File: config.mk
export PLATFORM = sky130hd
export DESIGN_NAME = ddc_downconverter
export DESIGN_NICKNAME = d
export VERILOG_FILES = /design/src/ddc_pkg.sv /design/src/ddc_fifo.sv /design/src/ddc_downconverter.sv
export SDC_FILE = /design/constraint.sdc
export NUM_CORES = 2
export LEC_CHECK = 0
export ABC_AREA = 1
export BUFFER_PORTS_ARGS = -buffer_cell sky130_fd_sc_hd__buf_4
export CORE_ASPECT_RATIO = 1.5
export CORE_MARGIN = 5
export CORE_UTILIZATION = 69
export CTS_CLUSTER_DIAMETER = 200
export DETAILED_ROUTE_END_ITERATION = 8
export GPL_TIMING_DRIVEN = 1
export HOLD_SLACK_MARGIN = 0.05
export PLACE_DENSITY = 0.89
export RECOVER_POWER = 50
export REMOVE_ABC_BUFFERS = 1
export SLEW_MARGIN = 0
export SYNTH_ARGS = -nofsm -noshare
export SYNTH_HDL_FRONTEND = slang
export SYNTH_SLANG_ARGS = --single-unit
File: constraint.sdc
create_clock -name clk -period 24.1 [get_ports clk]
set_input_delay 4.82 -clock clk [delete_from_list [all_inputs] [get_ports clk]]
set_output_delay 4.82 -clock clk [all_outputs]
set_load 0.05 [all_outputs]
File: src/ddc_pkg.sv
package ddc_pkg;
  localparam int SAMPLE_W       = 8;
  localparam int NCO_W          = 8;
  localparam int PHASE_W        = 32;
  localparam int ACC_W          = 24;
  localparam int DEC_W          = 6;
  localparam int DEC_LSB        = 0;
  localparam int DEC_MSB        = 5;
  localparam int DEC_MIN        = 2;
  localparam int DEC_MAX        = 64;
  localparam int FIFO_DEPTH     = 16;
  localparam logic [7:0] RX_DEC_REG_ADDR = 8'h02;
  localparam logic [DEC_W-1:0] DEC_RESET = 6'h02;
  localparam logic [PHASE_W-1:0] PHASE_RESET = 32'h00000000;

  typedef enum logic {ddc_direct_if, ddc_quadrature} ddc_mode_e;

  typedef struct packed {
    logic signed [SAMPLE_W-1:0] i;
    logic signed [SAMPLE_W-1:0] q;
  } ddc_sample_s;

  typedef struct packed {
    logic signed [ACC_W-1:0] i;
    logic signed [ACC_W-1:0] q;
  } ddc_bb_s;
endpackage : ddc_pkg

File: src/ddc_fifo.sv
`timescale 1ns/1ps
module ddc_fifo #(
  parameter int WIDTH = 48,
  parameter int DEPTH = 16
) (
  input  wire logic             clk,
  input  wire logic             rst,
  input  wire logic             ce,
  input  wire logic             in_valid,
  output logic                  in_ready,
  input  wire logic [WIDTH-1:0] in_data,
  output logic                  out_valid,
  input  wire logic             out_ready,
  output logic      [WIDTH-1:0] out_data
);
  localparam int AW = $clog2(DEPTH);
  logic [WIDTH-1:0] mem [DEPTH];
  logic [AW-1:0]    wr_ptr;
  logic [AW-1:0]    rd_ptr;
  logic [AW:0]      count;
  logic             push;
  logic             pop;

  assign in_ready  = (count != (AW+1)'(DEPTH));
  assign out_valid = (count != '0);
  assign push      = ce && in_valid && in_ready;
  assign pop       = ce && out_valid && out_ready;
  assign out_data  = mem[rd_ptr];

  always_ff @(posedge clk) begin
    if (push) begin
      mem[wr_ptr] <= in_data;
    end
  end

  always_ff @(posedge clk or posedge rst) begin
    if (rst) begin
      wr_ptr <= '0;
      rd_ptr <= '0;
      count  <= '0;
    end else begin
      if (push) begin
        wr_ptr <= (wr_ptr == AW'(DEPTH-1)) ? '0 : wr_ptr + 1'b1;
      end
      if (pop) begin
        rd_ptr <= (rd_ptr == AW'(DEPTH-1)) ? '0 : rd_ptr + 1'b1;
      end
      if (push && !pop) begin
        count <= count + 1'b1;
      end else if (pop && !push) begin
        count <= count - 1'b1;
      end
    end
  end
endmodule : ddc_fifo

File: src/ddc_downconverter.sv
// Contract
// - direct IF mode uses only two multiplier products: real-input mixing
// - quadrature mode uses full four-product complex multiply of I and Q
// - NCO gives sine and cosine at minus IF, mixing the signal to baseband
// - integrate-and-dump sums N mixed samples, outputs once, restarts
// - integrate-and-dump is the lowpass filter that suppresses the image
// - decimation count from six-bit field, two to sixty-four clocks
`timescale 1ns/1ps
module ddc_downconverter #(
  parameter int FIFO_DEPTH = ddc_pkg::FIFO_DEPTH
) (
  input  wire logic                          clk,
  input  wire logic                          rst,
  input  wire logic                          ce,
  input  wire ddc_pkg::ddc_mode_e            mode,
  input  wire logic [ddc_pkg::DEC_W-1:0]     decim_count,
  input  wire logic [ddc_pkg::PHASE_W-1:0]   phase_step,
  input  wire logic [ddc_pkg::SAMPLE_W-1:0]  if_sample_in_i,
  input  wire logic [ddc_pkg::SAMPLE_W-1:0]  if_sample_in_q,
  input  wire logic                          zero_is_offset_binary,
  output logic                               stall,
  output logic                               baseband_sample_strobe,
  input  wire logic                          baseband_ready,
  output ddc_pkg::ddc_bb_s                   baseband_sample
);
  localparam int SW = ddc_pkg::SAMPLE_W;
  localparam int NW = ddc_pkg::NCO_W;
  localparam int AW = ddc_pkg::ACC_W;
  localparam int PW = 2 * SW + 1;
  localparam logic [SW-1:0] ZERO_FLIP = {1'b1, {(SW-1){1'b0}}};

  ddc_pkg::ddc_sample_s        in_reg;
  ddc_pkg::ddc_sample_s        in_signed;
  logic [SW-1:0]               fmt_flip;
  logic [ddc_pkg::PHASE_W-1:0] phase;
  logic [5:0]                  lut_sin_addr;
  logic [5:0]                  lut_cos_addr;
  logic signed [NW-1:0]        lo_cos;
  logic signed [NW-1:0]        lo_sin;
  logic signed [PW-1:0]        prod_ic;
  logic signed [PW-1:0]        prod_is;
  logic signed [PW-1:0]        prod_qc;
  logic signed [PW-1:0]        prod_qs;
  logic signed [PW-1:0]        mix [2];
  logic signed [AW-1:0]        total [2];
  logic [6:0]                  dec_cnt;
  logic [6:0]                  dec_len;
  logic                        dump;
  logic                        fifo_ready;
  ddc_pkg::ddc_bb_s            dump_data;
  ddc_pkg::ddc_bb_s            fifo_out;
  logic                        fifo_valid;
  logic                        run;

  // a field of zero stands for the top count
  always_comb begin
    if (decim_count == '0) begin
      dec_len = 7'(ddc_pkg::DEC_MAX);
    end else if (decim_count < 6'(ddc_pkg::DEC_MIN)) begin
      dec_len = 7'(ddc_pkg::DEC_MIN);
    end else begin
      dec_len = {1'b0, decim_count};
    end
  end

  // input, phase, counter and sums hold while a dump waits for room; the output side keeps draining
  assign run   = ce && !stall;
  assign stall = dump && !fifo_ready;

  // input capture
  always_ff @(posedge clk or posedge rst) begin
    if (rst) begin
      in_reg <= '0;
    end else if (run) begin
      in_reg.i <= if_sample_in_i;
      in_reg.q <= if_sample_in_q;
    end
  end

  // offset-binary samples recoded to two's complement
  assign fmt_flip = zero_is_offset_binary ? ZERO_FLIP : '0;

  always_comb begin
    in_signed.i = in_reg.i ^ fmt_flip;
    in_signed.q = in_reg.q ^ fmt_flip;
  end

  // phase accumulator; step programmed as minus the IF
  always_ff @(posedge clk or posedge rst) begin
    if (rst) begin
      phase <= ddc_pkg::PHASE_RESET;
    end else if (run) begin
      phase <= phase + phase_step;
    end
  end

  // quarter-wave-symmetric 16-entry sine table per quadrant
  function automatic logic signed [NW-1:0] sin_lut(input logic [5:0] p);
    logic [3:0] idx;
    logic [6:0] mag;
    idx = p[4] ? ~p[3:0] : p[3:0];
    case (idx)
      4'h0: mag = 7'h06;
      4'h1: mag = 7'h12;
      4'h2: mag = 7'h1F;
      4'h3: mag = 7'h2B;
      4'h4: mag = 7'h36;
      4'h5: mag = 7'h41;
      4'h6: mag = 7'h4B;
      4'h7: mag = 7'h55;
      4'h8: mag = 7'h5D;
      4'h9: mag = 7'h65;
      4'hA: mag = 7'h6B;
      4'hB: mag = 7'h71;
      4'hC: mag = 7'h75;
      4'hD: mag = 7'h79;
      4'hE: mag = 7'h7B;
      4'hF: mag = 7'h7E;
      default: mag = 7'h00;
    endcase
    return p[5] ? -$signed({1'b0, mag}) : $signed({1'b0, mag});
  endfunction : sin_lut

  // table addresses: top phase bits, cosine a quarter turn ahead
  assign lut_sin_addr = phase[ddc_pkg::PHASE_W-1 -: 6];
  assign lut_cos_addr = lut_sin_addr + 6'h10;
  assign lo_sin       = sin_lut(lut_sin_addr);
  assign lo_cos       = sin_lut(lut_cos_addr);

  // four products of (i + jq)(cos + j sin); direct IF keeps the two on i
  always_comb begin
    prod_ic = PW'(in_signed.i * lo_cos);
    prod_is = PW'(in_signed.i * lo_sin);
    prod_qc = '0;
    prod_qs = '0;
    if (mode == ddc_pkg::ddc_quadrature) begin
      prod_qc = PW'(in_signed.q * lo_cos);
      prod_qs = PW'(in_signed.q * lo_sin);
    end
  end

  always_comb begin
    mix[0] = prod_ic - prod_qs;
    mix[1] = prod_is + prod_qc;
  end

  assign dump = (dec_cnt >= dec_len - 7'h01);

  // interval counter, dumps on the Nth accepted sample
  always_ff @(posedge clk or posedge rst) begin
    if (rst) begin
      dec_cnt <= '0;
    end else if (run) begin
      if (dump) begin
        dec_cnt <= '0;
      end else begin
        dec_cnt <= dec_cnt + 7'h01;
      end
    end
  end

  // integrate and dump per channel, 0 is I and 1 is Q: also the image lowpass
  for (genvar ch = 0; ch < 2; ch++) begin : g_acc
    logic signed [AW-1:0] acc;

    always_ff @(posedge clk or posedge rst) begin
      if (rst) begin
        acc <= '0;
      end else if (run) begin
        if (dump) begin
          acc <= '0;
        end else begin
          acc <= acc + AW'(mix[ch]);
        end
      end
    end

    assign total[ch] = acc + AW'(mix[ch]);
  end

  assign dump_data.i = total[0];
  assign dump_data.q = total[1];

  // result buffer so a slow consumer loses no dump
  ddc_fifo #(
    .WIDTH ($bits(ddc_pkg::ddc_bb_s)),
    .DEPTH (FIFO_DEPTH)
  ) u_fifo (
    .clk       (clk),
    .rst       (rst),
    .ce        (ce),
    .in_valid  (dump && ce),
    .in_ready  (fifo_ready),
    .in_data   (dump_data),
    .out_valid (fifo_valid),
    .out_ready (baseband_ready),
    .out_data  (fifo_out)
  );

  // one-clock strobe per result pair handed on
  always_ff @(posedge clk or posedge rst) begin
    if (rst) begin
      baseband_sample_strobe <= 1'b0;
    end else if (ce) begin
      baseband_sample_strobe <= fifo_valid && baseband_ready;
    end
  end

  // result pair held until the next strobe
  always_ff @(posedge clk or posedge rst) begin
    if (rst) begin
      baseband_sample <= '0;
    end else if (ce && fifo_valid && baseband_ready) begin
      baseband_sample <= fifo_out;
    end
  end
endmodule : ddc_downconverter

# ---- After elaboration in Yosys (flattened, before gate mapping)
# Memories as Yosys holds them, arrays and structs flattened. A register that Yosys moved wholly into a read port is not among the register bits.
# Cells that the tools add are included.
dict set report totals {
  register_bits 117
  inputBits 60
  memories 3
  mem_bits_ro 224
  word_cells 75
  out_inout_bits 50
  ramBits 768
}
dict set report op_classes {
  addsub 14
  n_mux 18
  multipliers 4
  bitwise_logic 4
  eq_ne 3
  magnitude_cmp 2
  reduce_logical 17
}
# memory depth word_bits rd rd_ports_with_merged_regs wr line
set mem_list {}
lappend mem_list {u_fifo.mem 16 48 1 1 1 ddc_fifo.sv:17} ;# logic [WIDTH-1:0] mem [DEPTH];
lappend mem_list {{(no name shown)} 16 7 1 0 0 ddc_downconverter.sv:102} ;# case (idx)
lappend mem_list {{(no name shown)} 16 7 1 0 0 ddc_downconverter.sv:102}
# cell count
set op_table {}
lappend op_table {{$mul A8 B8 Y16} 4}
lappend op_table {{$add A24 B17 Y24} 2}
lappend op_table {{$mux W24} 2}
lappend op_table {{$mux W17} 2}
lappend op_table {{$add A32 B32 Y32} 1}
lappend op_table {{$mux W8} 3}
lappend op_table {{$add A16 B17 Y17} 1}
lappend op_table {{$sub A16 B17 Y17} 1}
lappend op_table {{$mux W4} 4}
lappend op_table {{$neg A7 Y8} 2}
lappend op_table {{$xor A8 B8 Y8} 2}
lappend op_table {{$mux W7} 2}
lappend op_table {{$logic_and A1 B1 Y1} 10}
lappend op_table {{$mux W5} 2}
lappend op_table {{$add A4 B1 Y4 const B} 2}
lappend op_table {{$eq A4 B4 Y1 const B} 2}
lappend op_table {{$not A4 Y4} 2}
lappend op_table {{$add A7 B1 Y7 const B} 1}
lappend op_table {{$ge A7 B7 Y1} 1}
lappend op_table {{$sub A7 B1 Y7 const B} 1}
lappend op_table {{$add A6 B5 Y6 const B} 1}
lappend op_table {{$logic_not A6 Y1} 1}
lappend op_table {{$lt A6 B2 Y1 const B} 1}
lappend op_table {{$mux W6} 1}
lappend op_table {{7 further kinds} 11}

# ---- Longest topological paths before layout
dict set report logic_depth {
  depth_word 12
  ltp_mapped 66
  ltp_nobuf 64
}

# ---- Hierarchy
# Synthesis repeated with hierarchy kept, for this count alone.
dict set report unflattened {
  hier_cells 6336
  hier_area_um2 57107.3
}
# mod cells_per_inst seq_area_each_um2 instances area_each_um2
set modules_own_cells {}
lappend modules_own_cells {ddc_fifo 3408 23387.4 1 34403.0}
lappend modules_own_cells {ddc_downconverter 2928 3803.6 1 22704.3}

# ---- Least setup slack after synthesis
# OpenSTA, ideal clock, no wires.
dict set report synth_timing {
  path_type {in2reg}
  start {input port zero_is_offset_binary}
  end {memory u_fifo.mem[0][18], data pin}
  t_arrival_ns 13.627
  path_buffers 1
  required_ns 23.805
  slack_ns 10.178
  setup_time_ns 0.295
  stages 44
  path_cell_list {xnor2_1 > clkbuf_1 > nor2_1 > inv_1 > fa_1 > fa_1 > inv_1 > fa_1 > fa_1 > ha_1 > a21oi_1 > nand2_1 > nand2_1 > nand2_1 > a21oi_1 > nor2_1 > o21ai_0 > nand3_1 > [8 not listed] > ha_1 > ha_1 > nand2_1 > nor2_1 > and2_1 > nand2_1 > nand3_1 > nand3_1 > nand2_1 > inv_1 > ha_1 > nand2_1 > nor2_1 > inv_1 > nor2_1 > nand4_1 > nand3_1 > xor2_1}
}
# element line
set synth_rtl {}
lappend synth_rtl {{start, declared} ddc_downconverter.sv:20} ;# input wire logic zero_is_offset_binary,
lappend synth_rtl {{end, declared} ddc_fifo.sv:17}

==> flow_metrics.tcl <==
set metrics [dict create \
    root_buffer "clkbuf_16" \
    cts_tree "done" \
    h-tree-depth 3 \
    drtIter0Drc 5158 \
    wl_met1_um 46500 \
    violations "max-capacitance violations, max-slew violations" \
    yosysUniqueCellTypes 58 \
    crit_fanout 17 \
    postCtsResizedCells 0 \
    gp_congestion 0.985 \
    top_regs "u_fifo.mem (768), baseband_sample (48), g_acc.acc (48)" \
    slowest_stage "xnor2_1" \
    top_layer "met5" \
    grt_pass1_wl_um 224000 \
    grt_pass1_vias 42187 \
    die_y_um 350 \
    cts_made_buffers 83 \
    ys_seq_elements 933 \
    worst_pin_slew_ps 4600 \
    syn_area_per_cell_um2 10.2 \
    wl_met3_um 15300 \
    drc 0 \
    critical_path_required_ps 24370 \
    num_rows 124 \
    setup_viol 0 \
    slew_headroom_pct -207 \
    finClkSkew_ps 46.2 \
    wl_met2_um 72100 \
    synth-edff-count 768 \
    initial_core_util_pct 69.5 \
    antenna_found_initial 1 \
    status "finished with violations" \
    hold_class "register to register" \
    regMostFlops "u_fifo.mem" \
    cap_violations 19 \
    yosysWarnings 0 \
    wl_per_cell_um 22.9 \
    routed-via-count 40991 \
    die-area_um2 82700 \
    dr.pass1.iters 7 \
    setup_tns_ps 0 \
    async_reset_ff_share_pct 17.7 \
    diodes 0 \
    path_clk_slew_ps 60 \
    start_kind "input pin" \
    critPathMaxStageDelay_ps 880 \
    track_usage_pct 34.4 \
    ys_seq_area_share_pct 51.2 \
    max_freq_ghz 0.0670 \
    dp_hpwl_um 86600 \
    drt.antenna.violating_nets 0 \
    core_area_um2 76300 \
    crit_type "input pin to register" \
    hold_viol_final 0 \
    fp.dieW_um 236 \
    clkLatencyLatePin_ps 660 \
    period_share_pct 61.9 \
    synth_ff_type "edfxtp_1" \
    post_synth_inst_count 5210 \
    viasPerCell 6.52 \
    largest_reg_flops 768 \
    finalWirelength_um 144000 \
    final.min_clock_period_ps 14920 \
    clkSinkCount 933 \
    drive_above_1_share_pct 5.51 \
    finalMaxSlewViolations 970 \
    io_pins 110 \
    cts_hold_buf 0 \
    port-buffer-count 109 \
    final_nets 5774 \
    postCtsSetupBuffers 0 \
    grt_setup_unrepaired "no" \
    grt_max_degree 211 \
    max-clock-path-buffers 3 \
    syn_area_um2 53100 \
    endpoint_kind "register" \
    syn_to_final_growth_pct 7.90 \
    arrival_ps 15190 \
    grt_overflow 0 \
]
-- cell type report --
| class | count | area (um^2) |
|---|---|---|
| well taps | 1008 | 1260 |
| clock buffers | 111 | 2310 |
| inverters | 609 | 2310 |
| multi-input cells | 3435 | 22700 |
| fillers | 4801 | 19100 |
| repair buffers | 149 | 872 |
| clock inverters | 43 | 577 |
| flip-flops and latches | 933 | 27200 |
-- worst paths after layout --
kind,end,depth (start not counted),start,slack (ps)
min in group asynchronous,phase[16]$_DFFE_PP0P_,2,rst,5050
min reg2reg,baseband_sample_strobe$_DFFE_PP0P_,2,baseband_sample_strobe$_DFFE_PP0P_,480
min,baseband_sample_strobe$_DFFE_PP0P_,2,baseband_sample_strobe$_DFFE_PP0P_,480
max in group asynchronous,g_acc[1].acc[19]$_DFFE_PP0P_,4,rst,11610
max,u_fifo.mem[2][20]$_DFFE_PP_,42,zero_is_offset_binary,9180
max reg2reg,u_fifo.mem[2][20]$_DFFE_PP_,46,phase[31]$_DFFE_PP0P_,10890
-- layout by cell type, fill, tap and decap left out, drive strengths merged --
cell      instances
a211oi            1
o31ai             2
edfxtp          768
clkbuf          182
clkinv           31
inv             604
o2111ai           4
buf              78
a21oi           167
nand3b            2
nand2           609
clkinvlp          7
nand4            18
bufinv           10
a31oi            56
and3              1
xnor2            34
o22ai            52
or2              14
xor2             77
nor2            831
a31o              1
o21a              4
a21o             15
nor4              4
nor3             25
fa              260
o21ai           547
o211ai            9
ha              243
a211o             1
dfrtp           165
nand3           279
o21bai           12
a21boi            7
and2             17
o221ai          143
-- routing by layer --
metal | vias up | GRT usage [%]
li1 | 17766 | -
met1 | 19466 | 39.7
met2 | 3001 | 59.8
met3 | 756 | 6.21
met4 | 2 | 21.3
met5 | - | 0
-- critical path: cells and delay by family --
kind | cells | cell delay, ps
xor gates and xnor gates | 2 | 1730
buffers and inverters | 6 | 550
adders and majority gates | 12 | 5310
AOI/OAI and AO/OA | 3 | 680
and+or+nand+nor | 19 | 2070
-- cell families (layout without fill, tap and decap cells) --
group                      count (synthesis)  after routing  share of synthesized area (%)
AOI/OAI and AO/OA                       1021           1021                           11.3
xor gates and xnor gates                 111            111                           1.90
adders and majority gates                503            503                           15.5
buffers and inverters                    842            912                           6.11
DFF                                      933            933                           51.2
and+or+nand+nor                         1800           1800                           13.9
-- synth_stat cells (18+ instances only) --
library cell / instances / area [um^2]
nand3_1: 277 / 1390
edfxtp_1: 768 / 23100
a21oi_1: 165 / 826
nor3_1: 25 / 125
nand2_1: 599 / 2250
buf_2: 32 / 160
a31oi_1: 56 / 350
xor2_1: 75 / 657
ha_1: 243 / 3040
dfrtp_1: 165 / 4130
fa_1: 260 / 5200
clkbuf_1: 179 / 672
o221ai_1: 143 / 1250
o21ai_0: 540 / 2700
nor2_1: 819 / 3070
o22ai_1: 52 / 325
nand4_1: 18 / 113
inv_1: 595 / 2230
xnor2_1: 33 / 289
-- metrics by stage --
step / setup slack [ps] / utilization [%] / instances / hold slack, ps / cell area, um^2
6_report: 9180 / 75.0 / 6288 / 484 / 57300
3_5_place_dp: 8660 / 71.6 / 6134 / 474 / 54700
2_1_floorplan: 9890 / - / 4977 / 471 / 52100
4_1_cts: 9270 / 75.4 / 6288 / 490 / 57600
3_3_place_gp: 8990 / 71.6 / 6134 / 468 / 54700
5_1_grt: 8370 / 75.0 / 6288 / 508 / 57300
Power is not shown: default switching activity piles up to over one toggle a cycle in this logic, so the estimate is an artifact.
